--- src/shared/wdt_defs.vh ---
// Purpose: Constants for the digital watchdog block: register map, fields, keys, timing.
// Assumes: AXI4-Lite byte addresses, 32-bit data, 200 MHz clock.
// Notes: Blocks of 0x40 bytes per watchdog; the global block follows them.
`ifndef WDT_DEFS_VH
`define WDT_DEFS_VH

// ----------------------------------------------------------------
// Register offsets inside a watchdog block
// ----------------------------------------------------------------
`define WDT_BLOCK_CONFIG 4'h0
`define WDT_BLOCK_STAGE0 4'h1
`define WDT_BLOCK_STAGE3 4'h4
`define WDT_BLOCK_FEED 4'h5
`define WDT_BLOCK_PROTECT 4'h6
`define WDT_BLOCK_STATUS 4'h7
`define WDT_BLOCK_COUNT 4'h8
// Block 3 is the global block
`define WDT_GLOBAL_BLOCK 2'h3
`define WDT_INT_RAW 4'h0
`define WDT_INT_ENABLE 4'h1
`define WDT_BOOT_STATUS 4'h2

// ----------------------------------------------------------------
// Config fields and encodings
// ----------------------------------------------------------------
`define WDT_CFG_ENABLE 0
`define WDT_CFG_STAGE_EN_LSB 1
`define WDT_CFG_ACTION_LSB 5
`define WDT_CFG_MASK 32'h0001ffff
`define WDT_ACT_NONE 3'h0
`define WDT_ACT_IRQ 3'h1
`define WDT_ACT_CPU 3'h2
`define WDT_ACT_CORE 3'h3
`define WDT_ACT_SYSTEM 3'h4
`define WDT_UNLOCK_KEY 32'h50d83aa1
// Boot setup: enable, stage 0 only; core reset for main, system reset for always-on
`define WDT_BOOT_CFG_MAIN 32'h00000063
`define WDT_BOOT_CFG_AON 32'h00000083

// ----------------------------------------------------------------
// Timing
// ----------------------------------------------------------------
`define WDT_CLOCK_MHZ 200
`define WDT_BOOT_TIMEOUT_MS 1000
`define WDT_BOOT_TIMEOUT_CYCLES (`WDT_BOOT_TIMEOUT_MS * `WDT_CLOCK_MHZ * 1000)

`endif

--- src/verilog/digital_watchdog_timers.v ---
// Purpose: Three digital watchdogs with AXI4-Lite registers, interrupt and reset requests.
// Assumes: Single 200 MHz clock; flash_boot is a level valid when rst is released.
// Notes: Watchdogs 0 and 1 are the main watchdogs, 2 is the always-on watchdog.
`timescale 1ns/1ps
`default_nettype none
`include "wdt_defs.vh"

module digital_watchdog_timers #(
	parameter BOOT_TIMEOUT = `WDT_BOOT_TIMEOUT_CYCLES
) (
	input wire clock,               // System clock
	input wire rst,                 // Synchronous reset, active high
	input wire flash_boot,          // Device is booting from flash
	input wire [7:0] s_axi_awaddr,  // Write address
	input wire s_axi_awvalid,       // Write address valid
	output reg s_axi_awready,       // Write address ready
	input wire [31:0] s_axi_wdata,  // Write data
	input wire [3:0] s_axi_wstrb,   // Write byte strobes
	input wire s_axi_wvalid,        // Write data valid
	output reg s_axi_wready,        // Write data ready
	output reg [1:0] s_axi_bresp,   // Write response
	output reg s_axi_bvalid,        // Write response valid
	input wire s_axi_bready,        // Write response ready
	input wire [7:0] s_axi_araddr,  // Read address
	input wire s_axi_arvalid,       // Read address valid
	output reg s_axi_arready,       // Read address ready
	output reg [31:0] s_axi_rdata,  // Read data
	output reg [1:0] s_axi_rresp,   // Read response
	output reg s_axi_rvalid,        // Read data valid
	input wire s_axi_rready,        // Read data ready
	output reg irq,                 // Level interrupt
	output reg cpu_reset_req,       // Processor reset pulse
	output reg core_reset_req,      // Core reset pulse
	output reg system_reset_req     // System reset pulse
);

	localparam NWD = 3;
	localparam AON = 2;
	localparam [31:0] BOOT_TMO = BOOT_TIMEOUT;

	reg [31:0] cfg [0:NWD-1];
	reg [31:0] tmo [0:4*NWD-1];
	reg [NWD-1:0] locked;
	reg [NWD-1:0] feed;
	reg [NWD-1:0] int_raw;
	reg [NWD-1:0] int_ena;
	reg boot_arm;
	reg boot_seen;
	reg [7:0] wa;
	reg [31:0] wd;
	reg [3:0] ws;
	reg [7:0] ra;
	reg [31:0] next_rdata;
	reg next_rerr;
	reg next_werr;
	reg [NWD-1:0] next_int_set;
	reg next_cpu;
	reg next_core;
	reg next_sys;
	integer i;

	wire [NWD-1:0] expire;
	wire [2*NWD-1:0] exp_stage;
	wire [2*NWD-1:0] cur_stage;
	wire [32*NWD-1:0] cur_count;

	function [31:0] merge;
		input [31:0] old;
		input [31:0] nw;
		input [3:0] st;
		integer b;
		begin
			merge = old;
			for (b = 0; b < 4; b = b + 1) begin
				if (st[b]) begin
					merge[b*8 +: 8] = nw[b*8 +: 8];
				end
			end
		end
	endfunction

	// ----------------------------------------------------------------
	// Watchdog instances
	// ----------------------------------------------------------------
	genvar g;
	generate
		for (g = 0; g < NWD; g = g + 1) begin : wdt
			wdt_stage_timer #(
				.CW(32)
			) u_timer (
				.clock(clock),
				.rst(rst),
				.enable(cfg[g][`WDT_CFG_ENABLE]),
				.stage_en(cfg[g][`WDT_CFG_STAGE_EN_LSB +: 4]),
				.timeouts({tmo[4*g+3], tmo[4*g+2], tmo[4*g+1], tmo[4*g]}),
				.feed(feed[g]),
				.expire(expire[g]),
				.expire_stage(exp_stage[2*g +: 2]),
				.stage(cur_stage[2*g +: 2]),
				.count(cur_count[32*g +: 32])
			);
		end
	endgenerate

	// ----------------------------------------------------------------
	// Stage actions
	// ----------------------------------------------------------------
	wire [NWD-1:0] dec_irq;
	wire [NWD-1:0] dec_cpu;
	wire [NWD-1:0] dec_core;
	wire [NWD-1:0] dec_sys;

	generate
		for (g = 0; g < NWD; g = g + 1) begin : dec
			wdt_action_decode #(
				.ALLOW_SYSTEM(g == AON)
			) u_decode (
				.expire(expire[g]),
				.action(cfg[g][`WDT_CFG_ACTION_LSB + 3*exp_stage[2*g +: 2] +: 3]),
				.set_irq(dec_irq[g]),
				.cpu(dec_cpu[g]),
				.core(dec_core[g]),
				.sys(dec_sys[g])
			);
		end
	endgenerate

	// Requests of all watchdogs merge onto the shared reset outputs
	always @* begin
		next_int_set = dec_irq;
		next_cpu = |dec_cpu;
		next_core = |dec_core;
		next_sys = |dec_sys;
	end

	always @(posedge clock) begin
		if (rst) begin
			cpu_reset_req <= 1'b0;
			core_reset_req <= 1'b0;
			system_reset_req <= 1'b0;
			irq <= 1'b0;
		end else begin
			cpu_reset_req <= next_cpu;
			core_reset_req <= next_core;
			system_reset_req <= next_sys;
			irq <= |(int_raw & int_ena);
		end
	end

	// ----------------------------------------------------------------
	// Write channel
	// ----------------------------------------------------------------
	wire wr_go = s_axi_awvalid && s_axi_wvalid && !s_axi_awready && !s_axi_bvalid;
	wire [1:0] wblk = wa[7:6];
	wire [3:0] woff = wa[5:2];

	always @* begin
		next_werr = 1'b1;
		if (wblk == `WDT_GLOBAL_BLOCK) begin
			if (woff == `WDT_INT_RAW || woff == `WDT_INT_ENABLE) begin
				next_werr = 1'b0;
			end
		end else if (woff <= `WDT_BLOCK_PROTECT) begin
			next_werr = 1'b0;
		end
	end

	always @(posedge clock) begin
		feed <= {NWD{1'b0}};
		if (rst) begin
			s_axi_awready <= 1'b0;
			s_axi_wready <= 1'b0;
			s_axi_bvalid <= 1'b0;
			s_axi_bresp <= 2'h0;
			wa <= 8'h00;
			wd <= 32'h00000000;
			ws <= 4'h0;
			locked <= {NWD{1'b1}};
			int_ena <= {NWD{1'b0}};
			int_raw <= {NWD{1'b0}};
			boot_arm <= 1'b1;
			boot_seen <= 1'b0;
			for (i = 0; i < NWD; i = i + 1) begin
				cfg[i] <= 32'h00000000;
			end
			for (i = 0; i < 4*NWD; i = i + 1) begin
				tmo[i] <= 32'h00000000;
			end
		end else begin
			s_axi_awready <= wr_go;
			s_axi_wready <= wr_go;
			boot_arm <= 1'b0;
			if (wr_go) begin
				wa <= s_axi_awaddr;
				wd <= s_axi_wdata;
				ws <= s_axi_wstrb;
			end
			if (s_axi_bvalid && s_axi_bready) begin
				s_axi_bvalid <= 1'b0;
			end
			// Sticky interrupt bits: a new event beats a write-one clear
			int_raw <= int_raw | next_int_set;
			if (boot_arm && flash_boot) begin
				boot_seen <= 1'b1;
				cfg[0] <= `WDT_BOOT_CFG_MAIN;
				tmo[0] <= BOOT_TMO;
				cfg[AON] <= `WDT_BOOT_CFG_AON;
				tmo[4*AON] <= BOOT_TMO;
			end
			if (s_axi_awready) begin
				s_axi_bvalid <= 1'b1;
				s_axi_bresp <= next_werr ? 2'h2 : 2'h0;
				if (wblk == `WDT_GLOBAL_BLOCK) begin
					if (woff == `WDT_INT_RAW) begin
						int_raw <= (int_raw & ~(wd[NWD-1:0] & {NWD{ws[0]}})) | next_int_set;
					end else if (woff == `WDT_INT_ENABLE && ws[0]) begin
						int_ena <= wd[NWD-1:0];
					end
				end else if (woff == `WDT_BLOCK_FEED) begin
					feed[wblk] <= 1'b1;
				end else if (woff == `WDT_BLOCK_PROTECT) begin
					locked[wblk] <= (merge(32'h00000000, wd, ws) != `WDT_UNLOCK_KEY);
				end else if (!locked[wblk]) begin
					if (woff == `WDT_BLOCK_CONFIG) begin
						cfg[wblk] <= merge(cfg[wblk], wd, ws) & `WDT_CFG_MASK;
					end else if (woff >= `WDT_BLOCK_STAGE0 && woff <= `WDT_BLOCK_STAGE3) begin
						tmo[4*wblk + woff - 1] <= merge(tmo[4*wblk + woff - 1], wd, ws);
					end
				end
			end
		end
	end

	// ----------------------------------------------------------------
	// Read channel
	// ----------------------------------------------------------------
	wire rd_go = s_axi_arvalid && !s_axi_arready && !s_axi_rvalid;
	wire [1:0] rblk = ra[7:6];
	wire [3:0] roff = ra[5:2];

	always @* begin
		next_rdata = 32'h00000000;
		next_rerr = 1'b0;
		if (rblk == `WDT_GLOBAL_BLOCK) begin
			if (roff == `WDT_INT_RAW) begin
				next_rdata[NWD-1:0] = int_raw;
			end else if (roff == `WDT_INT_ENABLE) begin
				next_rdata[NWD-1:0] = int_ena;
			end else if (roff == `WDT_BOOT_STATUS) begin
				next_rdata[0] = boot_seen;
			end else begin
				next_rerr = 1'b1;
			end
		end else if (roff == `WDT_BLOCK_CONFIG) begin
			next_rdata = cfg[rblk];
		end else if (roff >= `WDT_BLOCK_STAGE0 && roff <= `WDT_BLOCK_STAGE3) begin
			next_rdata = tmo[4*rblk + roff - 1];
		end else if (roff == `WDT_BLOCK_FEED) begin
			next_rdata = 32'h00000000;
		end else if (roff == `WDT_BLOCK_PROTECT) begin
			next_rdata[0] = locked[rblk];
		end else if (roff == `WDT_BLOCK_STATUS) begin
			next_rdata[1:0] = cur_stage[2*rblk +: 2];
			next_rdata[2] = locked[rblk];
		end else if (roff == `WDT_BLOCK_COUNT) begin
			next_rdata = cur_count[32*rblk +: 32];
		end else begin
			next_rerr = 1'b1;
		end
	end

	always @(posedge clock) begin
		if (rst) begin
			s_axi_arready <= 1'b0;
			s_axi_rvalid <= 1'b0;
			s_axi_rdata <= 32'h00000000;
			s_axi_rresp <= 2'h0;
			ra <= 8'h00;
		end else begin
			s_axi_arready <= rd_go;
			if (rd_go) begin
				ra <= s_axi_araddr;
			end
			if (s_axi_arready) begin
				s_axi_rvalid <= 1'b1;
				s_axi_rdata <= next_rerr ? 32'h00000000 : next_rdata;
				s_axi_rresp <= next_rerr ? 2'h2 : 2'h0;
			end else if (s_axi_rvalid && s_axi_rready) begin
				s_axi_rvalid <= 1'b0;
			end
		end
	end

endmodule
`default_nettype wire

--- src/verilog/wdt_stage_timer.v ---
// Purpose: One watchdog: four-stage sequencer with a 32-bit expiry counter.
// Assumes: Single clock, synchronous active-high reset.
// Notes: expire is a one-cycle pulse; expire_stage names the stage that ran out.
`timescale 1ns/1ps
`default_nettype none

module wdt_stage_timer #(
	parameter CW = 32
) (
	input wire clock,              // System clock
	input wire rst,                // Synchronous reset
	input wire enable,             // Watchdog enable
	input wire [3:0] stage_en,     // Per-stage enables
	input wire [4*CW-1:0] timeouts, // Stage timeouts, stage 0 in low bits
	input wire feed,               // Feed pulse
	output reg expire,             // Stage expiry pulse
	output reg [1:0] expire_stage, // Stage that expired
	output reg [1:0] stage,        // Current stage
	output reg [CW-1:0] count      // Expiry counter
);

	wire [CW-1:0] limit = timeouts[stage*CW +: CW];
	wire [CW:0] count_inc = {1'b0, count} + {{CW{1'b0}}, 1'b1};

	always @(posedge clock) begin
		expire <= 1'b0;
		if (rst) begin
			stage <= 2'h0;
			count <= {CW{1'b0}};
			expire_stage <= 2'h0;
		end else if (!enable || feed) begin
			stage <= 2'h0;
			count <= {CW{1'b0}};
		end else if (!stage_en[stage]) begin
			stage <= stage + 2'h1;
			count <= {CW{1'b0}};
		end else if (count_inc >= {1'b0, limit}) begin
			expire <= 1'b1;
			expire_stage <= stage;
			stage <= stage + 2'h1;
			count <= {CW{1'b0}};
		end else begin
			count <= count_inc[CW-1:0];
		end
	end

endmodule
`default_nettype wire

--- src/verilog/wdt_unused_placeholder_note.v ---
// Purpose: Decodes the action of one watchdog's expired stage into requests.
// Assumes: action is the 3-bit field of the stage that has just run out.
// Notes: System reset is honoured only where ALLOW_SYSTEM is set.
`timescale 1ns/1ps
`default_nettype none
`include "wdt_defs.vh"

module wdt_action_decode #(
	parameter ALLOW_SYSTEM = 0
) (
	input wire expire, // Stage expiry pulse
	input wire [2:0] action, // Action code of the expired stage
	output reg set_irq, // Set the sticky interrupt bit
	output reg cpu, // Processor reset request
	output reg core, // Core reset request
	output reg sys // System reset request
);

	always @* begin
		set_irq = 1'b0;
		cpu = 1'b0;
		core = 1'b0;
		sys = 1'b0;
		if (expire) begin
			if (action == `WDT_ACT_IRQ) begin
				set_irq = 1'b1;
			end else if (action == `WDT_ACT_CPU) begin
				cpu = 1'b1;
			end else if (action == `WDT_ACT_CORE) begin
				core = 1'b1;
			end else if (action == `WDT_ACT_SYSTEM && ALLOW_SYSTEM != 0) begin
				sys = 1'b1;
			end
		end
	end

endmodule
`default_nettype wire

--- config.mk ---
export PLATFORM = sky130hd
export DESIGN_NAME = digital_watchdog_timers
export DESIGN_NICKNAME = d
export VERILOG_FILES = /design/src/verilog/digital_watchdog_timers.v /design/src/verilog/wdt_stage_timer.v /design/src/verilog/wdt_unused_placeholder_note.v
export VERILOG_INCLUDE_DIRS = /design/src /design/src/shared
export SDC_FILE = /design/constraint.sdc
export NUM_CORES = 2
export LEC_CHECK = 0
export BUFFER_PORTS_ARGS = -buffer_cell sky130_fd_sc_hd__buf_2
export CORE_MARGIN = 2
export CORE_UTILIZATION = 65
export DETAILED_ROUTE_END_ITERATION = 10
export GPL_ROUTABILITY_DRIVEN = 0
export PLACE_DENSITY = 0.82
export REMOVE_ABC_BUFFERS = 1
export SLEW_MARGIN = 20
export SYNTH_ARGS = -nofsm -noshare
export SYNTH_HDL_FRONTEND = slang
export SYNTH_SLANG_ARGS = --single-unit
export TNS_END_PERCENT = 1
--- constraint.sdc ---
create_clock -name clock -period 7.68 [get_ports clock]
set_input_delay 0.768 -clock clock [delete_from_list [all_inputs] [get_ports clock]]
set_output_delay 0.768 -clock clock [all_outputs]
set_load 0.01 [all_outputs]
* Yosys cells after proc, flatten, opt, wreduce, memory -nomap -nowiden
Memory sizes are Yosys's and may differ from the RTL's. A register that Yosys moved wholly into a read port is not among the register bits. Index checks and enable logic that the tools add are counted.
Word-level totals: word-level logic and storage cells 402, memories 2, output and inout port bits 45, RAM bits 435, input port bits 60, bits in registers 221
Operators by class: $mul 3, add/sub/neg operators 13, shift operators 8, equal/unequal tests 36, bitwise logic cells 33, magnitude comparators 14, multiplexer cells 205, reductions and logical operators 55
Memories:
- tmo | depth 12, bits a word 32, rd ports 13, clocked after memory_dff 0, write ports 12, RTL line digital_watchdog_timers.v:42 | reg [31:0] tmo [0:4*NWD-1];
- cfg | depth 3, bits a word 17, rd ports 4, clocked after memory_dff 1, write ports 3, RTL line digital_watchdog_timers.v:41 | reg [31:0] cfg [0:NWD-1];
Operator list (number):
- 8-bit 2-to-1 mux | 76
- 128-bit by 8-bit indexed part select with 32-bit output | 3
- 32-bit 2-to-1 mux | 8
- 32-bit by 1-bit adder with 33-bit output, second input constant | 3
- 33-bit by 32-bit >= comparator with 1-bit output | 3
- 32-bit by 6-bit indexed part select with 3-bit output | 3
- 96-bit by 8-bit indexed part select with 32-bit output | 1
- 1-bit 2-to-1 mux | 87
- 29-bit 2-to-1 mux | 2
- 17-bit 2-to-1 mux | 3
- 9-bit inequality test, second input constant | 4
- 32-bit by 31-bit inequality test with 1-bit output, second input constant | 1
- 32-bit OR reduction | 1
- 31-bit 2-to-1 mux | 1
- 2-bit 2-to-1 mux | 12
- 8-bit inequality test, second input constant | 3
- 3-bit 2-to-1 mux | 7
- 4-bit by 3-bit == test with 1-bit output, second input constant | 5
- 3-bit by 2-bit == test with 1-bit output, second input constant | 6
- 3-bit OR reduction | 6
- 17-bit OR reduction | 1
- 4-bit OR reduction | 4
- 3-bit by 4-bit adder with 5-bit output, first input constant | 3
- 2-bit by 3-bit less-than comparator with 1-bit output, second input constant | 5
- other kinds (37) | 119

* Logic depth before layout (Yosys ltp)
depth in word-level cells 15, gate-level depth with buffers 16, mapped depth without buffers 15

* By module
Synthesis repeated with hierarchy kept, for this count alone.
Unflattened totals: cell total of the unflattened synthesis 3350, area total of the unflattened synthesis 42090.4 um^2
By module, submodules not included:
- digital_watchdog_timers | times used 1, cells an instance 2341, seq. area each 19538.7 um^2, area each 32048.2 um^2
- wdt_stage_timer at wdt[0].u_timer ... | times used 2, cells an instance 327, seq. area each 740.7 um^2, area each 3306.9 um^2
- wdt_stage_timer at wdt[2].u_timer | times used 1, cells an instance 341, seq. area each 740.7 um^2, area each 3284.4 um^2
- wdt_action_decode at dec[0].u_decode ... | times used 2, cells an instance 5, seq. area each 0.0 um^2, area each 47.5 um^2
- wdt_action_decode at dec[2].u_decode | times used 1, cells an instance 4, seq. area each 0.0 um^2, area each 48.8 um^2

* Worst setup path after synthesis
No wires, ideal clock.
path type reg-to-reg, from register wdt[2].u_timer.stage[0], to register wdt[2].u_timer.count[15], setup slack 3593 ps, cell stages (with the launch flop) 15, arrival time 4025 ps, path buffers 4, data required time 7618 ps, clock period less this slack 4087 ps, cells stage by stage dfxtp_1 clkbuf_1 buf_1 clkbuf_1 mux4_2 inv_1 ha_1 a41o_1 a21oi_1 nor3_1 or4b_4 and2_1 or4b_4 buf_6 nor2b_2
On the way: cells in the longest elaborated chain, start to end 4, elaborated cells between the ends (all ways) 6, classes of those cells order compare: 1; shift: 1; mux: 2; bitwise: 1; reduce/logical: 1
RTL lines:
- start: declaration | RTL line wdt_stage_timer.v:18 | output reg [1:0] stage,
- start signal: assignment | RTL line wdt_stage_timer.v:35 | stage <= stage + 2'h1;
- start signal: assignment | RTL line wdt_stage_timer.v:40 | stage <= stage + 2'h1;
- parallel branches: the longest is 3 deep, another holds 33-bit by 32-bit >= comparator with 1-bit output
- 4-bit OR reduction (no source line) (*)
- end signal: assignment | RTL line wdt_stage_timer.v:33 | count <= {CW{1'b0}};
- end signal: assignment | RTL line wdt_stage_timer.v:36 | count <= {CW{1'b0}};
- end signal: assignment | RTL line wdt_stage_timer.v:41 | count <= {CW{1'b0}};
- end: declaration | RTL line wdt_stage_timer.v:19 | output reg [CW-1:0] count
Every way passes the cells marked *. The select of a mux whose other input is x is not followed. A chain may end at the register's enable or synchronous reset.

* Worst setup path in the final report
from register wdt[1].u_timer.count[0], to register wdt[1].u_timer.count[27]
On the way: cells in the longest elaborated chain, start to end 3
RTL lines:
- start: declaration | RTL line wdt_stage_timer.v:19
- start signal: assignment | RTL line wdt_stage_timer.v:29 | count <= {CW{1'b0}};
- start signal: assignment | RTL line wdt_stage_timer.v:33
- start signal: assignment | RTL line wdt_stage_timer.v:36
- 32-bit by 1-bit adder with 33-bit output | RTL line wdt_stage_timer.v:23 | wire [CW:0] count_inc = {1'b0, count} + {{CW{1'b0}}, 1'b1};
- net wdt[1].u_timer.count_inc[20] | RTL line wdt_stage_timer.v:23
- 33-bit by 32-bit >= comparator with 1-bit output | RTL line wdt_stage_timer.v:37 | end else if (count_inc >= {1'b0, limit}) begin
- 4-bit OR reduction (no source line)
The timed path passes the listed nets, and every way through them passes these cells.

==> impl_metrics.ini <==
[run_status]
status = complete, no violations

[finish]
multiInputGateArea_sq_mm = 0.0179
nNetsFinal = 3411
post-route-cell-area_sq_mm = 0.0448
area_growth_pct = 9.55
fill_cells = 4048
antenna_cells = 0
final_cells = 4149
drive_above_1_share_pct = 19.7
seq_area_sq_mm = 0.0218

[critical_path]
timing.rr.start = wdt[1].u_timer.count[0]
crit_end = wdt[1].u_timer.count[27]
crit_path_start = wdt[1].u_timer.count[0]
rrSetupSlack_ns = 2.42
worstSetupPathType = reg2reg
critPathArrivalTime_ns = 5.81
r2r-end = wdt[1].u_timer.count[27]
crit_path_end_kind = register
reg2regPathDepth = 14
worst_ep_required_time_ns = 8.23
worstPathMaxFanout = 20
cp-start-kind = register

[die]
die_w_microns = 255
placeableCoreArea_sq_mm = 0.0619
die_area_sq_mm = 0.0649
io_pins = 105
die_h_microns = 255
rows = 91
start_util_pct = 66.0

[synth]
synthAdderAreaFrac_pct = 3.31
synth-seq-cells = 797
synthXorXnorAreaFrac_pct = 2.12
ys_seq_area_share_pct = 53.2
async_flop_share_pct = 0
synth_edf_count = 580
syn_area_sq_mm = 0.0409
syn_area_per_cell_sq_um = 12.8
ys_types = 73
ys_warn_count = 0
synth_flop_cell = edfxtp_1
synth_top_family_by_area = multiplexers
synth-simple-area-share_pct = 16.7
syn_inst = 3189
synth_mux_area_share_pct = 16.7
synth-compound-area-share_pct = 4.74

[worst_hold_path]
hold_path_class = in2reg

[global_routing]
antenna_found_initial = 3
gr-total-overflow = 0
grt_pass1_wl_microns = 180000
grtUsageTotal_pct = 38.2
first_global_vias = 28200
grt_max_degree = 67

[drt]
postRouteAntennaNets = 0
vias = 28600
drt-initial-drc-count = 3696
drc = 0
routed_wl_microns = 122000
dr.pass1.iters = 6
via_per_inst = 6.90
wl_per_cell_microns = 29.3

[clocking]
clkTransAtPathRegs_ns = 0.07
cts_resized = 0
cts_root_buf = clkbuf_16
numCtsBuffers = 80
postCtsSetupRepairBufs = 0
htree_levels = 3
clock-sinks = 797
clkLatencyLatePin_ns = 0.64
holdBufCountCts = 0
cts_tree = built
clock_path_buffers = 3

[timing]
rsz0062_at_grt = no
drv_slew = 0
setup_ws_ns = 2.42
tightest_slew_ns = 1.08
finalHoldViolCount = 0
relSlewSlack_pct = 27.5
min_period_ns = 5.26
period_share_pct = 68.5
finalSetupViolations = 0
clock.fmax_mhz = 190
finalClockSkew_ns = 0.0251

[place]
post-place-ws_ns = 2.59
place_area_sq_mm = 0.0421
dp.cells = 3999
portBuffers = 98
hpwlAfterDp_microns = 81300

[power_and_ir_drop]
ir_drop_uv = 176
power_density_mw_per_mm2 = 222
p_leak_nw = 16.5

[run]
drv_cap = 0
## routing by layer
metal	vias to the layer above	part of all wire, %	track usage (%)
met5	-	0.030	0
met3	419	13	9.07
met2	2165	46	59.1
li1	11900	-	-
met4	6	6.8	22.5
met1	14200	35	49.9
## through the flow
stage / power, mW / utilization, % / setup TNS, ns / hold slack (ns)
2_1_floorplan: 5.58 / - / -95.93 / 0.436
3_3_place_gp: 5.93 / 68.0 / 0 / 0.452
3_5_place_dp: 5.97 / 68.0 / 0 / 0.461
4_1_cts: 9.88 / 72.3 / 0 / 0.347
5_1_grt: 10.1 / 72.3 / 0 / 0.367
6_report: 9.94 / 72.3 / 0 / 0.360
## cell usage after synthesis, drive strengths merged (35+ instances only)
| master | n | area, sq um |
|---|---|---|
| edfxtp | 580 | 17400 |
| and2 | 372 | 2330 |
| mux4 | 285 | 6420 |
| dfxtp | 217 | 4340 |
| nand2 | 204 | 766 |
| nor2 | 168 | 631 |
| clkbuf | 147 | 552 |
| a21oi | 146 | 731 |
| inv | 139 | 522 |
| nor2b | 121 | 827 |
| ha | 105 | 1310 |
| and3 | 71 | 444 |
| xnor2 | 68 | 596 |
| nand3 | 67 | 335 |
| buf | 46 | 243 |
| nand4 | 44 | 282 |
| or2 | 43 | 269 |
| mux2i | 39 | 390 |
| o21ai | 38 | 205 |
| nand2b | 35 | 219 |
## cell families (layout without fill, tap and decap cells)
logic type	count (synthesis)	count (layout)
buffers and inverters	332	437
adder cells (fa/ha/maj)	107	107
XOR/XNOR	99	99
multiplexers	326	326
flip-flops	797	797
AND/OR/NAND/NOR	1216	1216
other	1	19
AO/OA/AOI/OAI	311	311
## cell type report
cell class | instances | share of cell area [%]
clock buffer | 109 | 4.94
timing repair buffer | 148 | 1.94
clock inverter | 41 | 0.975
sequential | 797 | 48.6
inverter | 139 | 1.16
multi-input combinational | 2078 | 40.0
tap | 837 | 2.34
## power by group
| group | internal [mW] | leakage [nW] | switching, mW |
|---|---|---|---|
| registers | 4.72 | 7.65 | 0.123 |
| logic | 0.440 | 7.53 | 0.646 |
| clock network | 2.28 | 1.29 | 1.73 |
## worst min-delay path by stage
stage	cells past startpoint	endpoint	startpoint	slack [ns]
CTS	3	wd[27]	s_axi_wdata[27]	0.35
global placement	2	s_axi_rdata[16]	s_axi_rdata[16]	0.45
global route	3	wd[9]	s_axi_wdata[9]	0.37
detailed placement	1	s_axi_rdata[27]	s_axi_rdata[27]	0.46
finish	3	wd[27]	s_axi_wdata[27]	0.36
floorplan	2	boot_seen	boot_seen	0.44
## flip-flops by register name (all words and copies together) (netlist names), 4 cells and up, named ones only
signal and flops:
cfg 68, ra 6, s_axi_rdata 32, tmo 512
wa 6, wd 32, wdt.u_timer.count 96, wdt.u_timer.expire_stage 6
wdt.u_timer.stage 6, ws 4
## layout by cell type (no fill, tap or decap), drive strengths merged, types with 71 or more instances in the layout
| cell type | instances |
|---|---|
| nor2 | 168 |
| and3 | 71 |
| nand2 | 204 |
| ha | 105 |
| inv | 141 |
| clkbuf | 109 |
| edfxtp | 580 |
| mux4 | 285 |
| nor2b | 121 |
| a21oi | 146 |
| dfxtp | 217 |
| buf | 148 |
| and2 | 372 |
## critical path, cell delays in order (launching register included)
cell and delay (ns):
dfxtp_1 0.44, ha_1 0.23, nand3_1 0.29, nor4_2 0.80, nand4_1 0.21, xnor2_1 0.24
ha_1 0.31, a21oi_1 0.15, o21ai_0 0.15, a221o_1 0.41, nor4_1 0.54, o21a_1 0.38
nand3_1 0.45, buf_4 0.42, nor2b_1 0.15
Note: power is estimated with default switching activity, not from simulation.
